===== src/logic/agc_cs_pkg.sv =====
// package: register map, field layout, reset values and carrier types
package agc_cs_pkg;
    // register byte addresses (printed offsets are byte addresses)
    localparam logic [15:0] OFS_GAIN_LIMIT_CONFIG = 16'hDF17;
    localparam logic [15:0] OFS_CS_GAIN_ORDER     = 16'hDF18;
    localparam logic [15:0] OFS_AUX_GAIN_CONTROL  = 16'hDF19;
    localparam logic [15:0] OFS_MEASURE_STATUS    = 16'hDF1C;
    // field positions
    localparam int POS_ORDER = 6;
    localparam int POS_REL   = 4;
    localparam int POS_ABS   = 0;
    localparam int POS_TGT   = 0;
    // reset values
    localparam logic [7:0] RST_CS_GAIN_ORDER = 8'h40;
    localparam logic [7:0] RST_AUX_GAIN      = 8'h91;
    localparam logic [7:0] RST_GAIN_LIMIT    = 8'h03;
    // threshold codes and constants
    localparam logic [3:0] ABS_DISABLE_CODE = 4'h8;
    localparam logic [7:0] REL_STEP_01 = 8'h06;
    localparam logic [7:0] REL_STEP_10 = 8'h0A;
    localparam logic [7:0] REL_STEP_11 = 8'h0E;
    localparam logic [7:0] CS_GAIN_ORDER_MASK = 8'h7F;

    // measurement sample coming from the receive chain
    typedef struct packed {
        logic       valid;
        logic [7:0] level;      // signal strength in dB
        logic [7:0] filterAmp;  // channel filter amplitude in dB
        logic       gainCut;    // agc has reduced some gain
    } meas_t;

    // gain stage request to the front end
    typedef struct packed {
        logic reduce;   // ask for one step less gain
        logic increase; // ask for one step more gain
    } gain_req_t;

    typedef struct packed {
        logic [2:0] lna1;
        logic [2:0] lna2;
    } gain_set_t;
endpackage


===== src/logic/agc_carrier_sense_config.sv =====
// apb register block and gain-reduction sequencer for the agc
`timescale 1ns/1ns
//
// Overview of operation
// - order bit set (reset): reduce first amplifier stage gain first
// - order bit clear: drive second stage to minimum, then reduce first
// - relative threshold code zero disables relative carrier sense
// - relative codes 01,10,11 flag carrier sense on 6,10,14 dB rise
// - absolute threshold signed 1 dB steps around amplitude target
// - absolute code 1000 disables absolute carrier sense
// - absolute compare uses filter amplitude while no gain is cut
// - auxiliary register resets to 0x91, holds and returns writes
// - amplitude target code 0..7 selects 24 dB up to 42 dB goal
module agc_carrier_sense_config
    import agc_cs_pkg::*;
(
    input  wire logic        clk_sys,
    input  wire logic        reset,
    input  wire logic        psel,
    input  wire logic        penable,
    input  wire logic        pwrite,
    input  wire logic [15:0] paddr,
    input  wire logic [31:0] pwdata,
    input  wire logic [3:0]  pstrb,
    output logic [31:0]      prdata,
    output logic             pready,
    output logic             pslverr,
    input  wire meas_t       meas,
    input  wire gain_req_t   gainReq,
    output gain_set_t        gainSet,
    output logic             carrierSense,
    output logic [7:0]       auxGainControl
);
    localparam logic [2:0] GAIN_MAX = 3'h7;
    localparam logic [2:0] GAIN_MIN = 3'h0;

    typedef struct packed {
        logic [7:0]  csCfg;
        logic [7:0]  aux;
        logic [7:0]  limit;
        logic [31:0] rdata;
        logic        ready;
        logic        err;
        gain_set_t   gain;
    } state_t;
    state_t s_q;
    state_t s_d;

    logic csOut;
    logic access;
    logic wrLane;
    logic known;

    // register offsets decode once here and again for writes and for reads
    function automatic logic isMapped(input logic [15:0] a);
        isMapped = (a == OFS_CS_GAIN_ORDER) || (a == OFS_AUX_GAIN_CONTROL)
                || (a == OFS_GAIN_LIMIT_CONFIG)
                || (a == OFS_MEASURE_STATUS);
    endfunction

    cs_detect u_detect (
        .clk_sys      (clk_sys),
        .reset        (reset),
        .meas         (meas),
        .relThr       (s_q.csCfg[POS_REL +: 2]),
        .absThr       (s_q.csCfg[POS_ABS +: 4]),
        .ampTarget    (s_q.limit[POS_TGT +: 3]),
        .carrierSense (csOut)
    );

    // apb slave: one wait state in the access phase, answer registered
    always_comb begin
        access = psel && penable && !s_q.ready;
        wrLane = pwrite && pstrb[0];
        known  = isMapped(paddr);
        s_d = s_q;
        s_d.ready = access;
        s_d.err   = access && !known;
        if (access && wrLane && known) begin
            case (paddr)
                OFS_CS_GAIN_ORDER:
                    s_d.csCfg = pwdata[7:0] & CS_GAIN_ORDER_MASK;
                OFS_AUX_GAIN_CONTROL:
                    s_d.aux = pwdata[7:0];
                OFS_GAIN_LIMIT_CONFIG:
                    s_d.limit = pwdata[7:0];
                default: ;
            endcase
        end
        s_d.rdata = 32'h0;
        if (access && !pwrite) begin
            case (paddr)
                OFS_CS_GAIN_ORDER:     s_d.rdata = {24'h0, s_q.csCfg};
                OFS_AUX_GAIN_CONTROL:  s_d.rdata = {24'h0, s_q.aux};
                OFS_GAIN_LIMIT_CONFIG: s_d.rdata = {24'h0, s_q.limit};
                OFS_MEASURE_STATUS:
                    s_d.rdata = {24'h0, 1'b0, csOut,
                                 s_q.gain.lna1, s_q.gain.lna2};
                default: s_d.rdata = 32'h0;
            endcase
        end
        // gain stepping; reduce wins over increase on a tie
        if (gainReq.reduce) begin
            if (s_q.csCfg[POS_ORDER]) begin
                // first stage first, spill into second at its floor
                if (s_q.gain.lna1 != GAIN_MIN) begin
                    s_d.gain.lna1 = s_q.gain.lna1 - 3'h1;
                end else if (s_q.gain.lna2 != GAIN_MIN) begin
                    s_d.gain.lna2 = s_q.gain.lna2 - 3'h1;
                end
            end else begin
                // second stage fully down before first is touched
                if (s_q.gain.lna2 != GAIN_MIN) begin
                    s_d.gain.lna2 = s_q.gain.lna2 - 3'h1;
                end else if (s_q.gain.lna1 != GAIN_MIN) begin
                    s_d.gain.lna1 = s_q.gain.lna1 - 3'h1;
                end
            end
        end else if (gainReq.increase) begin
            // restore in the reverse order of reduction
            if (s_q.csCfg[POS_ORDER]) begin
                if (s_q.gain.lna2 != GAIN_MAX) begin
                    s_d.gain.lna2 = s_q.gain.lna2 + 3'h1;
                end else if (s_q.gain.lna1 != GAIN_MAX) begin
                    s_d.gain.lna1 = s_q.gain.lna1 + 3'h1;
                end
            end else begin
                if (s_q.gain.lna1 != GAIN_MAX) begin
                    s_d.gain.lna1 = s_q.gain.lna1 + 3'h1;
                end else if (s_q.gain.lna2 != GAIN_MAX) begin
                    s_d.gain.lna2 = s_q.gain.lna2 + 3'h1;
                end
            end
        end
    end

    always_ff @(posedge clk_sys or posedge reset) begin
        if (reset) begin
            s_q.csCfg <= RST_CS_GAIN_ORDER;
            s_q.aux   <= RST_AUX_GAIN;
            s_q.limit <= RST_GAIN_LIMIT;
            s_q.rdata <= 32'h0;
            s_q.ready <= 1'b0;
            s_q.err   <= 1'b0;
            s_q.gain  <= '{lna1: 3'h7, lna2: 3'h7};
        end else begin
            s_q <= s_d;
        end
    end

    // outputs straight from flip-flops (carrier sense flopped in detector)
    assign prdata         = s_q.rdata;
    assign pready         = s_q.ready;
    assign pslverr        = s_q.err;
    assign gainSet        = s_q.gain;
    assign auxGainControl = s_q.aux;
    assign carrierSense   = csOut;

    // checks
    AST_ORDER_FIRST: assert property (@(posedge clk_sys) disable iff (reset)
        gainReq.reduce && s_q.csCfg[POS_ORDER] && s_q.gain.lna1 != 3'h0
        |=> s_q.gain.lna2 == $past(s_q.gain.lna2))
        else $error("second stage cut while first had gain");
    AST_ORDER_SECOND: assert property (@(posedge clk_sys) disable iff (reset)
        gainReq.reduce && !s_q.csCfg[POS_ORDER] && s_q.gain.lna2 != 3'h0
        |=> s_q.gain.lna1 == $past(s_q.gain.lna1))
        else $error("first stage cut before second at minimum");
    AST_REL_OFF: assert property (@(posedge clk_sys) disable iff (reset)
        meas.valid && s_q.csCfg[5:4] == 2'h0 && s_q.csCfg[3:0] == 4'h8
        |=> !carrierSense)
        else $error("carrier sense with both detectors off");
    AST_ABS_OFF: assert property (@(posedge clk_sys) disable iff (reset)
        meas.valid && s_q.csCfg[3:0] == 4'h8 && s_q.csCfg[5:4] == 2'h0
        ##1 !meas.valid |-> !carrierSense)
        else $error("absolute detect active at disable code");
    AST_ABS_ZERO: assert property (@(posedge clk_sys) disable iff (reset)
        meas.valid && !meas.gainCut && s_q.csCfg[5:0] == 6'h00
        && s_q.limit[2:0] == 3'h0 && meas.filterAmp >= 8'h18
        |=> carrierSense)
        else $error("no carrier sense at target level");
    AST_TGT_42: assert property (@(posedge clk_sys) disable iff (reset)
        meas.valid && !meas.gainCut && s_q.csCfg[5:0] == 6'h00
        && s_q.limit[2:0] == 3'h7 && meas.filterAmp == 8'h29
        |=> !carrierSense)
        else $error("carrier sense below 42 dB target");
    AST_RAW_AMP: assert property (@(posedge clk_sys) disable iff (reset)
        meas.valid && !meas.gainCut && s_q.csCfg[5:0] == 6'h07
        && s_q.limit[2:0] == 3'h0 && meas.filterAmp == 8'h1F
        |=> carrierSense)
        else $error("filter amplitude not used before gain cut");
    AST_TOP_BIT: assert property (@(posedge clk_sys) disable iff (reset)
        !s_q.csCfg[7])
        else $error("reserved bit set");
    AST_AUX_WRITE: assert property (@(posedge clk_sys) disable iff (reset)
        psel && penable && pwrite && pstrb[0] && !pready
        && paddr == OFS_AUX_GAIN_CONTROL
        |=> auxGainControl == $past(pwdata[7:0]))
        else $error("aux register did not take write");
    AST_REL_STEP: assert property (@(posedge clk_sys) disable iff (reset)
        meas.valid && s_q.csCfg[5:0] == 6'h18 && meas.level == 8'h00
        ##1 meas.valid && meas.level == 8'h0A && s_q.csCfg[5:0] == 6'h18
        |=> carrierSense)
        else $error("relative 10 dB rise not flagged");

    COV_READ: cover property (@(posedge clk_sys) disable iff (reset)
        pready && !pslverr);
    COV_ERR: cover property (@(posedge clk_sys) disable iff (reset) pslverr);
    COV_CS: cover property (@(posedge clk_sys) disable iff (reset)
        $rose(carrierSense));
    COV_SPILL: cover property (@(posedge clk_sys) disable iff (reset)
        gainReq.reduce && s_q.gain.lna1 == 3'h0 && s_q.gain.lna2 != 3'h0);
endmodule


===== src/logic/cs_detect.sv =====
// carrier-sense comparator: relative and absolute thresholds
`timescale 1ns/1ns
module cs_detect
    import agc_cs_pkg::*;
(
    input  wire logic       clk_sys,
    input  wire logic       reset,
    input  wire meas_t      meas,
    input  wire logic [1:0] relThr,
    input  wire logic [3:0] absThr,
    input  wire logic [2:0] ampTarget,
    output logic            carrierSense
);
    typedef struct packed {
        logic [7:0] baseLevel;
        logic       haveBase;
        logic       cs;
    } st_t;
    st_t s_q;
    st_t s_d;

    // amplitude goal in dB per target code
    function automatic logic [7:0] targetDb(input logic [2:0] c);
        case (c)
            3'h0: targetDb = 8'h18;
            3'h1: targetDb = 8'h1B;
            3'h2: targetDb = 8'h1E;
            3'h3: targetDb = 8'h21;
            3'h4: targetDb = 8'h24;
            3'h5: targetDb = 8'h26;
            3'h6: targetDb = 8'h28;
            default: targetDb = 8'h2A;
        endcase
    endfunction

    function automatic logic [7:0] relStep(input logic [1:0] c);
        case (c)
            2'h1: relStep = REL_STEP_01;
            2'h2: relStep = REL_STEP_10;
            default: relStep = REL_STEP_11;
        endcase
    endfunction

    logic [8:0] absLimit;
    logic [7:0] measure;
    logic       absHit;
    logic       relHit;

    // compare and latch on each valid sample
    always_comb begin
        // before any gain cut the measure is the raw filter amplitude
        measure  = meas.gainCut ? meas.level : meas.filterAmp;
        absLimit = 9'({1'b0, targetDb(ampTarget)})
                 + 9'({{5{absThr[3]}}, absThr});
        absHit   = (absThr != ABS_DISABLE_CODE)
                 && !absLimit[8] && ({1'b0, measure} >= absLimit);
        relHit   = (relThr != 2'h0) && s_q.haveBase
                 && (9'({1'b0, meas.level}) >=
                     9'({1'b0, s_q.baseLevel})
                     + 9'({1'b0, relStep(relThr)}));
        s_d = s_q;
        if (meas.valid) begin
            s_d.cs = absHit || relHit;
            // base tracks the quiet level so a rise is measured against it
            if (!relHit) begin
                s_d.baseLevel = meas.level;
            end
            s_d.haveBase = 1'b1;
        end
    end

    always_ff @(posedge clk_sys or posedge reset) begin
        if (reset) begin
            s_q <= '0;
        end else begin
            s_q <= s_d;
        end
    end

    assign carrierSense = s_q.cs;
endmodule


===== config.mk =====
export PLATFORM = sky130hd
export DESIGN_NAME = agc_carrier_sense_config
export DESIGN_NICKNAME = d
export VERILOG_FILES = /design/src/logic/agc_cs_pkg.sv /design/src/logic/agc_carrier_sense_config.sv /design/src/logic/cs_detect.sv
export SDC_FILE = /design/constraint.sdc
export NUM_CORES = 1
export LEC_CHECK = 0
export BUFFER_PORTS_ARGS = -buffer_cell sky130_fd_sc_hd__buf_2
export CORE_ASPECT_RATIO = 1.25
export CORE_UTILIZATION = 52
export CTS_BUF_LIST = sky130_fd_sc_hd__clkbuf_4 sky130_fd_sc_hd__clkbuf_8
export DETAILED_ROUTE_END_ITERATION = 10
export PLACE_DENSITY_LB_ADDON = 0.2
export SYNTH_ARGS = -nofsm -noshare
export SYNTH_HDL_FRONTEND = slang
export SYNTH_SLANG_ARGS = --single-unit

===== constraint.sdc =====
create_clock -name clk_sys -period 4.3 [get_ports clk_sys]
set_clock_uncertainty 0.2 [all_clocks]
set_input_delay 0.645 -clock clk_sys [delete_from_list [all_inputs] [get_ports clk_sys]]
set_output_delay 0.645 -clock clk_sys [all_outputs]
set_load 0.03 [all_outputs]

==> results of run 1 <==
-- logic make-up after synthesis --
family                   Yosys count  share of synthesized area
AO/OA/AOI/OAI                     62                      0.124
XOR/XNOR                          17                     0.0416
adder cells (fa/ha/maj)           30                      0.113
buffers and inverters             70                      0.122
flip-flops                        49                      0.347
multiplexers                      40                      0.125
other                              1                    0.00105
AND/OR/NAND/NOR                   74                      0.126
-- cell usage after synthesis (2+ instances only) --
cell	instances	area (um^2)
or3_1	3	18.8
buf_2	2	10.0
xor2_1	8	70.1
o21ai_0	9	45.0
a21boi_1	7	52.6
a211o_1	2	17.5
or2_2	3	18.8
ha_1	26	325
nor3_1	2	10.0
o21a_1	3	22.5
a21o_1	3	22.5
clkbuf_1	3	11.3
and3_1	2	12.5
mux2_2	30	338
mux2i_1	3	30.0
dfrtp_1	37	926
nor2_1	9	33.8
nor2b_1	8	50.1
mux2_1	7	78.8
fa_1	4	80.1
a211oi_1	2	15.0
a21oi_1	15	75.1
nand2_1	20	75.1
a222oi_1	7	70.1
buf_4	46	345
nand3_1	4	20.0
dfstp_2	12	315
o211ai_1	2	15.0
nand2b_1	8	50.1
xnor2_1	9	78.8
inv_1	19	71.3
-- layout by cell type, fill, tap and decap left out, types with 3 or more instances in the layout --
cell	instances
mux2_2	30
o21a_1	3
clkbuf_8	7
a21o_1	3
xor2_1	8
a21oi_1	15
dfrtp_1	37
nor2b_1	8
fa_1	4
a21boi_1	7
or2_2	3
dfstp_2	12
xnor2_1	9
nand2_1	20
mux2_1	7
a222oi_1	7
nand2b_1	8
mux2i_1	3
nor2_1	9
o21ai_0	9
inv_1	18
conb_1	24
ha_1	26
nand3_1	4
buf_2	74
or3_1	3
-- per-stage QoR --
stage                     cells  instance area (um^2)
after floorplan             366                  3660
after global routing        484                  3880
after detailed placement    476                  3780
final                       484                  3880
after CTS                   484                  3880
after global placement      476                  3780
-- worst register-to-register path: stages, from the launching register on --
cell and delay (ns):
dfstp_2 0.58, nor2b_1 0.25, xnor2_1 0.19, inv_1 0.09
fa_1 0.43, nor2b_1 0.12, o21ai_0 0.08, nand2b_1 0.13
a21oi_1 0.08, o311a_1 0.30, ha_1 0.29, a21oi_1 0.14
o21ai_0 0.11, a211o_1 0.32, a32o_1 0.24
-- worst paths after layout --
kind	startpoint	endpoint	slack, ns	cells past startpoint
hold reg to reg	pready$_DFF_PP0_	pready$_DFF_PP0_	0.27	1
max in group asynchronous	reset	s_q[43]$_DFFE_PP0P_	2.90	2
setup / recovery	s_q[41]$_DFFE_PP1P_	u_detect.carrierSense$_DFFE_PP0P_	0.64	14
min in group asynchronous	reset	prdata[3]$_DFF_PP0_	0.38	2
hold / removal	pready$_DFF_PP0_	pready$_DFF_PP0_	0.27	1
setup reg to reg	s_q[41]$_DFFE_PP1P_	u_detect.carrierSense$_DFFE_PP0P_	0.64	14
-- power breakdown --
group / internal, W / switching, W / leakage, nW / total (W)
combinational: 0.000140 / 0.000224 / 1.21 / 0.000364
sequential: 0.000525 / 0.0000668 / 0.613 / 0.000592
clock: 0.000149 / 0.000160 / 0.0549 / 0.000309
total: 0.000814 / 0.000451 / 1.87 / 0.00126
-- flip-flops by register name (all words and copies together) (netlist names) --
register               flops
s_q                       15
u_detect.s_q               9
auxGainControl             8
prdata                     8
gainSet                    6
pready                     1
pslverr                    1
u_detect.carrierSense      1
-- layer usage --
layer | routed length, um | GRT usage | vias up | part of all wire
li1 | - | - | 1254 | -
met1 | 3020 | 0.247 | 1241 | 0.43
met2 | 3600 | 0.392 | 79 | 0.51
met3 | 313 | 0.0367 | 6 | 0.045
met4 | 85 | 0.0529 | 0 | 0.012
met5 | 0 | 0 | - | 0
-- cell type report --
class / instances / area (um^2)
Timing Repair Buffer: 74 / 370
Inverter: 19 / 71.3
Clock buffer: 7 / 96.3
Sequential cell: 49 / 1240
Tap cell: 87 / 109
Clock inverter: 1 / 8.76
Fill cell: 602 / 2730
Multi-Input combinational cell: 247 / 1980
==> results.cfg, run 1 <==
[sta]
worst_pin_slew_ns = 1.10
finalHoldViolCount = 0
setup_tns_ns = 0
setup_slack_ns = 0.643
max_slew_margin = 0.260
holdWs_ns = 0.271
finalSetupViolCount = 0
fmax_ghz = 0.273
period_share = 0.850
rsz0062_at_grt = false
final_max_slew_viol_count = 0
fin_crit_ns = 3.66

[detailed_routing]
num_vias = 2580
drt_iter0_drc = 90
routedWlPerCell_um = 14.5
drcViolationCount = 0
dr.pass1.iters = 6
ant_nets = 0
wirelength_um = 7020
vias_per_cell = 5.33

[worst_setup_path]
crit_path_max_fanout = 6
worstSetupEndpointType = flop
required_ns = 4.30
path_cells = nor2b_1 -> xnor2_1 -> inv_1 -> fa_1 -> nor2b_1 -> o21ai_0 -> nand2b_1 -> a21oi_1 -> o311a_1 -> ha_1 -> a21oi_1 -> o21ai_0 -> a211o_1 -> a32o_1
critical_path_class = reg -> reg
cp.arrival_ns = 3.66
crit_path_top_delay_cell = dfstp_2
cp_num_buf_inv = 1
startpoint_type = flop
crit_family = compound AO/OA/AOI/OAI gates
max_stage_delay_ns = 0.58

[floorplan]
fp.dieW_um = 76.2
start_util = 0.541
top_level_ports = 126
fp.dieH_um = 94.7
dieArea_um2 = 7220
core_um2 = 6610
std_cell_rows = 33

[synthesis]
yosysUniqueCellTypes = 59
synth-main-ff-cell = dfrtp_1
synth-edff-count = 0
ys_seq_elements = 49
netlist_area_um2 = 3580
async_flop_share = 1.00
synthCells = 343
synth_warnings = 0
ys_seq_area_frac = 0.347
avgSynthCellArea_um2 = 10.4

[grt]
grt_remaining_overflow = 0
track_usage = 0.209
grt_pass1_wl_um = 11900
grt_pass1_vias = 2618
grt_antenna_before_repair = 0
grt_max_degree = 50

[layout]
final_core_util = 0.588
area_delta_synth_final_pct = 8.50
n_antenna_cell = 0
num-nets-final = 503
drive_gt1_frac = 0.340

[clock_network]
cts_resized = 0
max-clock-path-buffers = 2
clk_pin_slew_ns = 0.09
hold_buffers = 0
htreeDepth = 2
cts_tree = yes
cts_num_sinks = 49
cts-root-buf = clkbuf_8
cts_made_buffers = 5
cts_setup_buffers = 0
insertion_delay_ns = 0.30

[pwr]
p_leak_nw = 1.87
p_per_area_nw_per_um2 = 326
power_w = 0.00126
irDropWorstVdd_v = 0.000227

[hold_path]
hold_class = reg -> reg

[flow_run]
cap_violations = 0

[place]
port_buffers = 74
place_ws_ns = 0.652
dp_hpwl_um = 5550
place_congestion = 0.795

[outcome]
outcome = completed
No activity file was read; power rests on OpenSTA's default activity.
==> run 2, diff against run 1 <==
--- a/config.mk
+++ b/config.mk
@@ -10,6 +10,7 @@
 export CORE_UTILIZATION = 52
 export CTS_BUF_LIST = sky130_fd_sc_hd__clkbuf_4 sky130_fd_sc_hd__clkbuf_8
 export DETAILED_ROUTE_END_ITERATION = 10
+export GPL_TIMING_DRIVEN = 0
 export PLACE_DENSITY_LB_ADDON = 0.2
 export SYNTH_ARGS = -nofsm -noshare
 export SYNTH_HDL_FRONTEND = slang
==> results.cfg, run 2 (same netlist as run 1, synthesis figures left out) <==
[outcome]
outcome = completed

[sta]
final_max_slew_viol_count = 0
max_slew_margin = 0.284
rsz0062_at_grt = false
fmax_ghz = 0.275
holdWs_ns = 0.0715
finalHoldViolCount = 0
setup_tns_ns = 0
worst_pin_slew_ns = 1.06
finalSetupViolCount = 0
fin_crit_ns = 3.64
period_share = 0.846

[clock_network]
clk_pin_slew_ns = 0.09
cts_num_sinks = 49
max-clock-path-buffers = 2
htreeDepth = 2
hold_buffers = 0
insertion_delay_ns = 0.30
cts_resized = 0
cts_made_buffers = 5
cts_setup_buffers = 0
cts_tree = yes
cts-root-buf = clkbuf_8

[worst_setup_path]
worstSetupEndpointType = flop
startpoint_type = flop
required_ns = 4.29
cp.arrival_ns = 3.63
critical_path_class = reg -> reg
worst-r2r-cell-count = 14
crit_path_max_fanout = 6

[floorplan]
fp.dieH_um = 94.7
start_util = 0.541
std_cell_rows = 33
dieArea_um2 = 7220
fp.dieW_um = 76.2
top_level_ports = 126
core_um2 = 6610

[flow_run]
cap_violations = 0

[layout]
num-nets-final = 554
n_antenna_cell = 0
drive_gt1_frac = 0.408
final_area_um2 = 4250
fillers = 568
largestRegisters = s_q (15), u_detect.s_q (9)
ff_latch_area_um2 = 1240
mostFrequentLayoutCells = buf_2, buf_4, dfrtp_1, mux2_2, ha_1
regMostFlops = s_q
multi_input_area_um2 = 1980
layout_commonest_cell = buf_2
largest_reg_flops = 15
area_delta_synth_final_pct = 18.8

[pwr]
p_per_area_nw_per_um2 = 305
irDropWorstVdd_v = 0.000313
p_leak_nw = 2.13

[detailed_routing]
num_vias = 2698
ant_nets = 0
routedWlPerCell_um = 13.1
wirelength_um = 7030
vias_per_cell = 5.04
drcViolationCount = 0
dr.pass1.iters = 4
drt_iter0_drc = 97

[place]
port_buffers = 73
place_area_um2 = 4160
place_congestion = 0.788
dp_hpwl_um = 5680

[grt]
grt_antenna_before_repair = 0
grt_pass1_vias = 2608
grt_remaining_overflow = 0
grt_max_degree = 39
track_usage = 0.211
grt_pass1_wl_um = 12000

[hold_path]
hold_class = in -> async
==> run 2: cell types whose count changed in the layout (fill, tap and decap cells not counted), sizes merged <==
cell / change
clkinvlp: +1
inv: -1
buf: +48
clkbuf: +3
==> run 2: final cells by class <==
class	count	share of cell area
Buffer	51	0.0863
Clock buffer	7	0.0197
Clock inverter	1	0.00177
Inverter	19	0.0168
Multi-Input combinational cell	247	0.467
Sequential cell	49	0.292
Tap cell	87	0.0256
Timing Repair Buffer	74	0.0907
==> run 2: final timing paths <==
| path | startpoint | to | slack, ns |
|---|---|---|---|
| setup / recovery | s_q[41]$_DFFE_PP1P_ | u_detect.carrierSense$_DFFE_PP0P_ | 0.66 |
| hold / removal | reset | prdata[0]$_DFF_PP0_ | 0.07 |
| setup reg to reg | s_q[41]$_DFFE_PP1P_ | u_detect.carrierSense$_DFFE_PP0P_ | 0.66 |
| hold reg to reg | pready$_DFF_PP0_ | pready$_DFF_PP0_ | 0.27 |
| max in group asynchronous | reset | s_q[41]$_DFFE_PP1P_ | 3.27 |
| min in group clk_sys | pready$_DFF_PP0_ | pready$_DFF_PP0_ | 0.27 |
==> run 2: worst max-delay path, stage by stage (launching register included) <==
cell	delay (ns)
dfstp_2	0.58
nor2b_1	0.25
xnor2_1	0.18
inv_1	0.09
fa_1	0.43
nor2b_1	0.11
o21ai_0	0.08
nand2b_1	0.13
a21oi_1	0.08
o311a_1	0.30
ha_1	0.29
a21oi_1	0.15
o21ai_0	0.11
a211o_1	0.31
a32o_1	0.24
==> run 2: power breakdown <==
part / leakage (nW) / internal, W / switching (W)
clock: 0.0453 / 0.000128 / 0.000152
combinational: 1.47 / 0.000192 / 0.000243
sequential: 0.613 / 0.000524 / 0.0000564
total: 2.13 / 0.000845 / 0.000452
==> run 2: metrics by stage <==
stage / worst slack [ns] / utilization / std cells / total power (W)
2_1_floorplan: 0.929 / - / 366 / 0.000913
3_3_place_gp: 0.698 / 0.626 / 526 / 0.00101
3_5_place_dp: 0.643 / 0.629 / 527 / 0.00103
4_1_cts: 0.629 / 0.643 / 535 / 0.00131
5_1_grt: 0.459 / 0.643 / 535 / 0.00138
6_report: 0.664 / 0.643 / 535 / 0.00130
==> run 2: routing by layer <==
layer / up-vias / part of all wire / global-route usage
li1: 1356 / - / -
met1: 1257 / 0.42 / 0.255
met2: 79 / 0.51 / 0.382
met3: 6 / 0.055 / 0.0386
met4: 0 / 0.014 / 0.0689
met5: - / 0 / 0
==> run 3, diff against run 2 <==
--- a/config.mk
+++ b/config.mk
@@ -7,7 +7,7 @@
 export LEC_CHECK = 0
 export BUFFER_PORTS_ARGS = -buffer_cell sky130_fd_sc_hd__buf_2
 export CORE_ASPECT_RATIO = 1.25
-export CORE_UTILIZATION = 52
+export CORE_UTILIZATION = 47
 export CTS_BUF_LIST = sky130_fd_sc_hd__clkbuf_4 sky130_fd_sc_hd__clkbuf_8
 export DETAILED_ROUTE_END_ITERATION = 10
 export GPL_TIMING_DRIVEN = 0
==> constraint.sdc (replaced) <==
create_clock -name clk_sys -period 3 [get_ports clk_sys]
set_clock_uncertainty 0.2 [all_clocks]
set_input_delay 0.45 -clock clk_sys [delete_from_list [all_inputs] [get_ports clk_sys]]
set_output_delay 0.45 -clock clk_sys [all_outputs]
set_load 0.03 [all_outputs]
==> results.cfg, run 3 (same netlist as run 1, synthesis figures left out) <==
[outcome]
outcome = finished, violations left
failed_checks = negative setup slack

[pwr]
comb_power_share = 0.320
p_sw_frac = 0.329
seqPwrFrac = 0.403
power_frac_clock = 0.277
irDropWorstVdd_v = 0.000449
intPower_w = 0.00139
p_per_area_nw_per_um2 = 453
p_switching_w = 0.000680
p_leak_nw = 2.27

[layout]
largest_reg_flops = 15
num-nets-final = 569
regMostFlops = s_q
area_delta_synth_final_pct = 27.5
mostFrequentLayoutCells = buf_2, buf_4, dfrtp_1, conb_1, mux2_2
fillers = 651
fin_cells = 555
n_antenna_cell = 0
largestRegisters = s_q (15), u_detect.s_q (9)
layout_commonest_cell = buf_2
drive_gt1_frac = 0.467

[detailed_routing]
dr.pass1.iters = 6
drcViolationCount = 0
vias_per_cell = 5.10
ant_nets = 0
drt_iter0_drc = 72
wirelength_um = 7770
num_vias = 2828
routedWlPerCell_um = 14.0

[sta]
fmax_ghz = 0.298
fin_crit_ns = 3.35
setup_slack_ns = -0.354
final_max_slew_viol_count = 0
holdWs_ns = 0.173
max_slew_margin = 0.242
setup_tns_ns = -0.354
worst_pin_slew_ns = 1.13
finalSetupViolCount = 1
finalHoldViolCount = 0
rsz0062_at_grt = true
period_share = 1.12

[grt]
grt_remaining_overflow = 0
track_usage = 0.196
grt_pass1_vias = 2654
grt_pass1_wl_um = 12100
grt_max_degree = 45
grt_antenna_before_repair = 0

[worst_setup_path]
crit_family = compound AO/OA/AOI/OAI gates
cp_num_buf_inv = 2
rrSetupSlack_ns = -0.35
crit_path_top_delay_cell = dfstp_2
crit_path_max_fanout = 3
startpoint_type = flop
max_stage_delay_ns = 0.56
cp.arrival_ns = 3.36
worstSetupEndpointType = flop
cp_common_cell = o21ai_1
required_ns = 3.01
critical_path_class = reg -> reg
path_cells = inv_2 -> nor2_2 -> ha_2 -> inv_1 -> fa_2 -> nor2b_1 -> o21ai_1 -> nand2b_1 -> a21oi_2 -> o311a_1 -> ha_1 -> a21oi_1 -> o21ai_1 -> a211o_1 -> a32o_1

[clock_network]
cts-root-buf = clkbuf_8
cts_tree = yes
cts_num_sinks = 49
clk_pin_slew_ns = 0.10
insertion_delay_ns = 0.31
htreeDepth = 2
max-clock-path-buffers = 2
cts_made_buffers = 5

[floorplan]
fp.dieW_um = 80.0
std_cell_rows = 35
dieArea_um2 = 7970
top_level_ports = 126
core_um2 = 7360
fp.dieH_um = 99.5
start_util = 0.486

[place]
dp_hpwl_um = 5840
port_buffers = 73
place_congestion = 0.773
place_inst = 532

[flow_run]
cap_violations = 0

[hold_path]
hold_class = in -> reg
[run 3: changes by cell type in the layout (fill, tap and decap cells not counted), sizes merged]
cell	delta
buf	+14
inv	+1
clkinvlp	-1
bufinv	+2
dlygate4sd3	+1
clkbuf	-2
[run 3: timing repair]
action / in CTS / in global routing
resized for setup: 11 / 20
setup buffers: 11 / 3
gates cloned: 0 / 0
hold endpoints to repair: 5 / 0
endpoints found under the setup margin: 9 / 9
hold buffers: 1 / 0
pin swaps: 9 / 10
[run 3: worst paths after layout]
path / end / from / cells past startpoint
setup / recovery: u_detect.carrierSense$_DFFE_PP0P_ / s_q[40]$_DFFE_PP1P_ / 15
hold / removal: s_q[59]$_DFFE_PP0P_ / pwdata[3] / 2
setup reg to reg: u_detect.carrierSense$_DFFE_PP0P_ / s_q[40]$_DFFE_PP1P_ / 15
hold reg to reg: pready$_DFF_PP0_ / pready$_DFF_PP0_ / 1
max in group asynchronous: auxGainControl[0]$_DFFE_PP1P_ / reset / 4
min in group asynchronous: u_detect.s_q[2]$_DFFE_PP0P_ / reset / 3
[run 3: power by group through the flow]
stage                     Combinational, W  Sequential (W)  Clock, W
final                             0.000661        0.000833  0.000571
after CTS                         0.000641        0.000830  0.000586
after floorplan                   0.000486        0.000822         0
after global routing              0.000724        0.000844  0.000604
after detailed placement          0.000631        0.000841         0
after global placement            0.000610        0.000837         0
[run 3: layout make-up]
cell class,count,area (um^2),share of cell area
buffer,51,373,0.0817
clock buffer,5,68.8,0.0151
tap,92,115,0.0252
clock inverter,3,68.8,0.0151
timing repair buffer,89,500,0.110
multi-input combinational,247,2120,0.465
sequential,49,1240,0.272
inverter,19,71.3,0.0156
[run 3: stage by stage]
step | instance area, um^2 | util | total power (W) | setup slack [ns]
after floorplan | 3680 | - | 0.00131 | -0.231
after global placement | 4160 | 0.566 | 0.00145 | -0.450
after detailed placement | 4180 | 0.569 | 0.00147 | -0.492
after CTS | 4440 | 0.604 | 0.00206 | -0.341
after global routing | 4560 | 0.620 | 0.00217 | -0.491
final | 4560 | 0.620 | 0.00207 | -0.354
[run 3: layer usage]
| layer | track usage | part of all wire | up-vias |
|---|---|---|---|
| met5 | 0 | 0 | - |
| met4 | 0.0467 | 0.012 | 0 |
| met3 | 0.0367 | 0.045 | 8 |
| met2 | 0.367 | 0.52 | 80 |
| met1 | 0.226 | 0.42 | 1341 |
| li1 | - | - | 1399 |
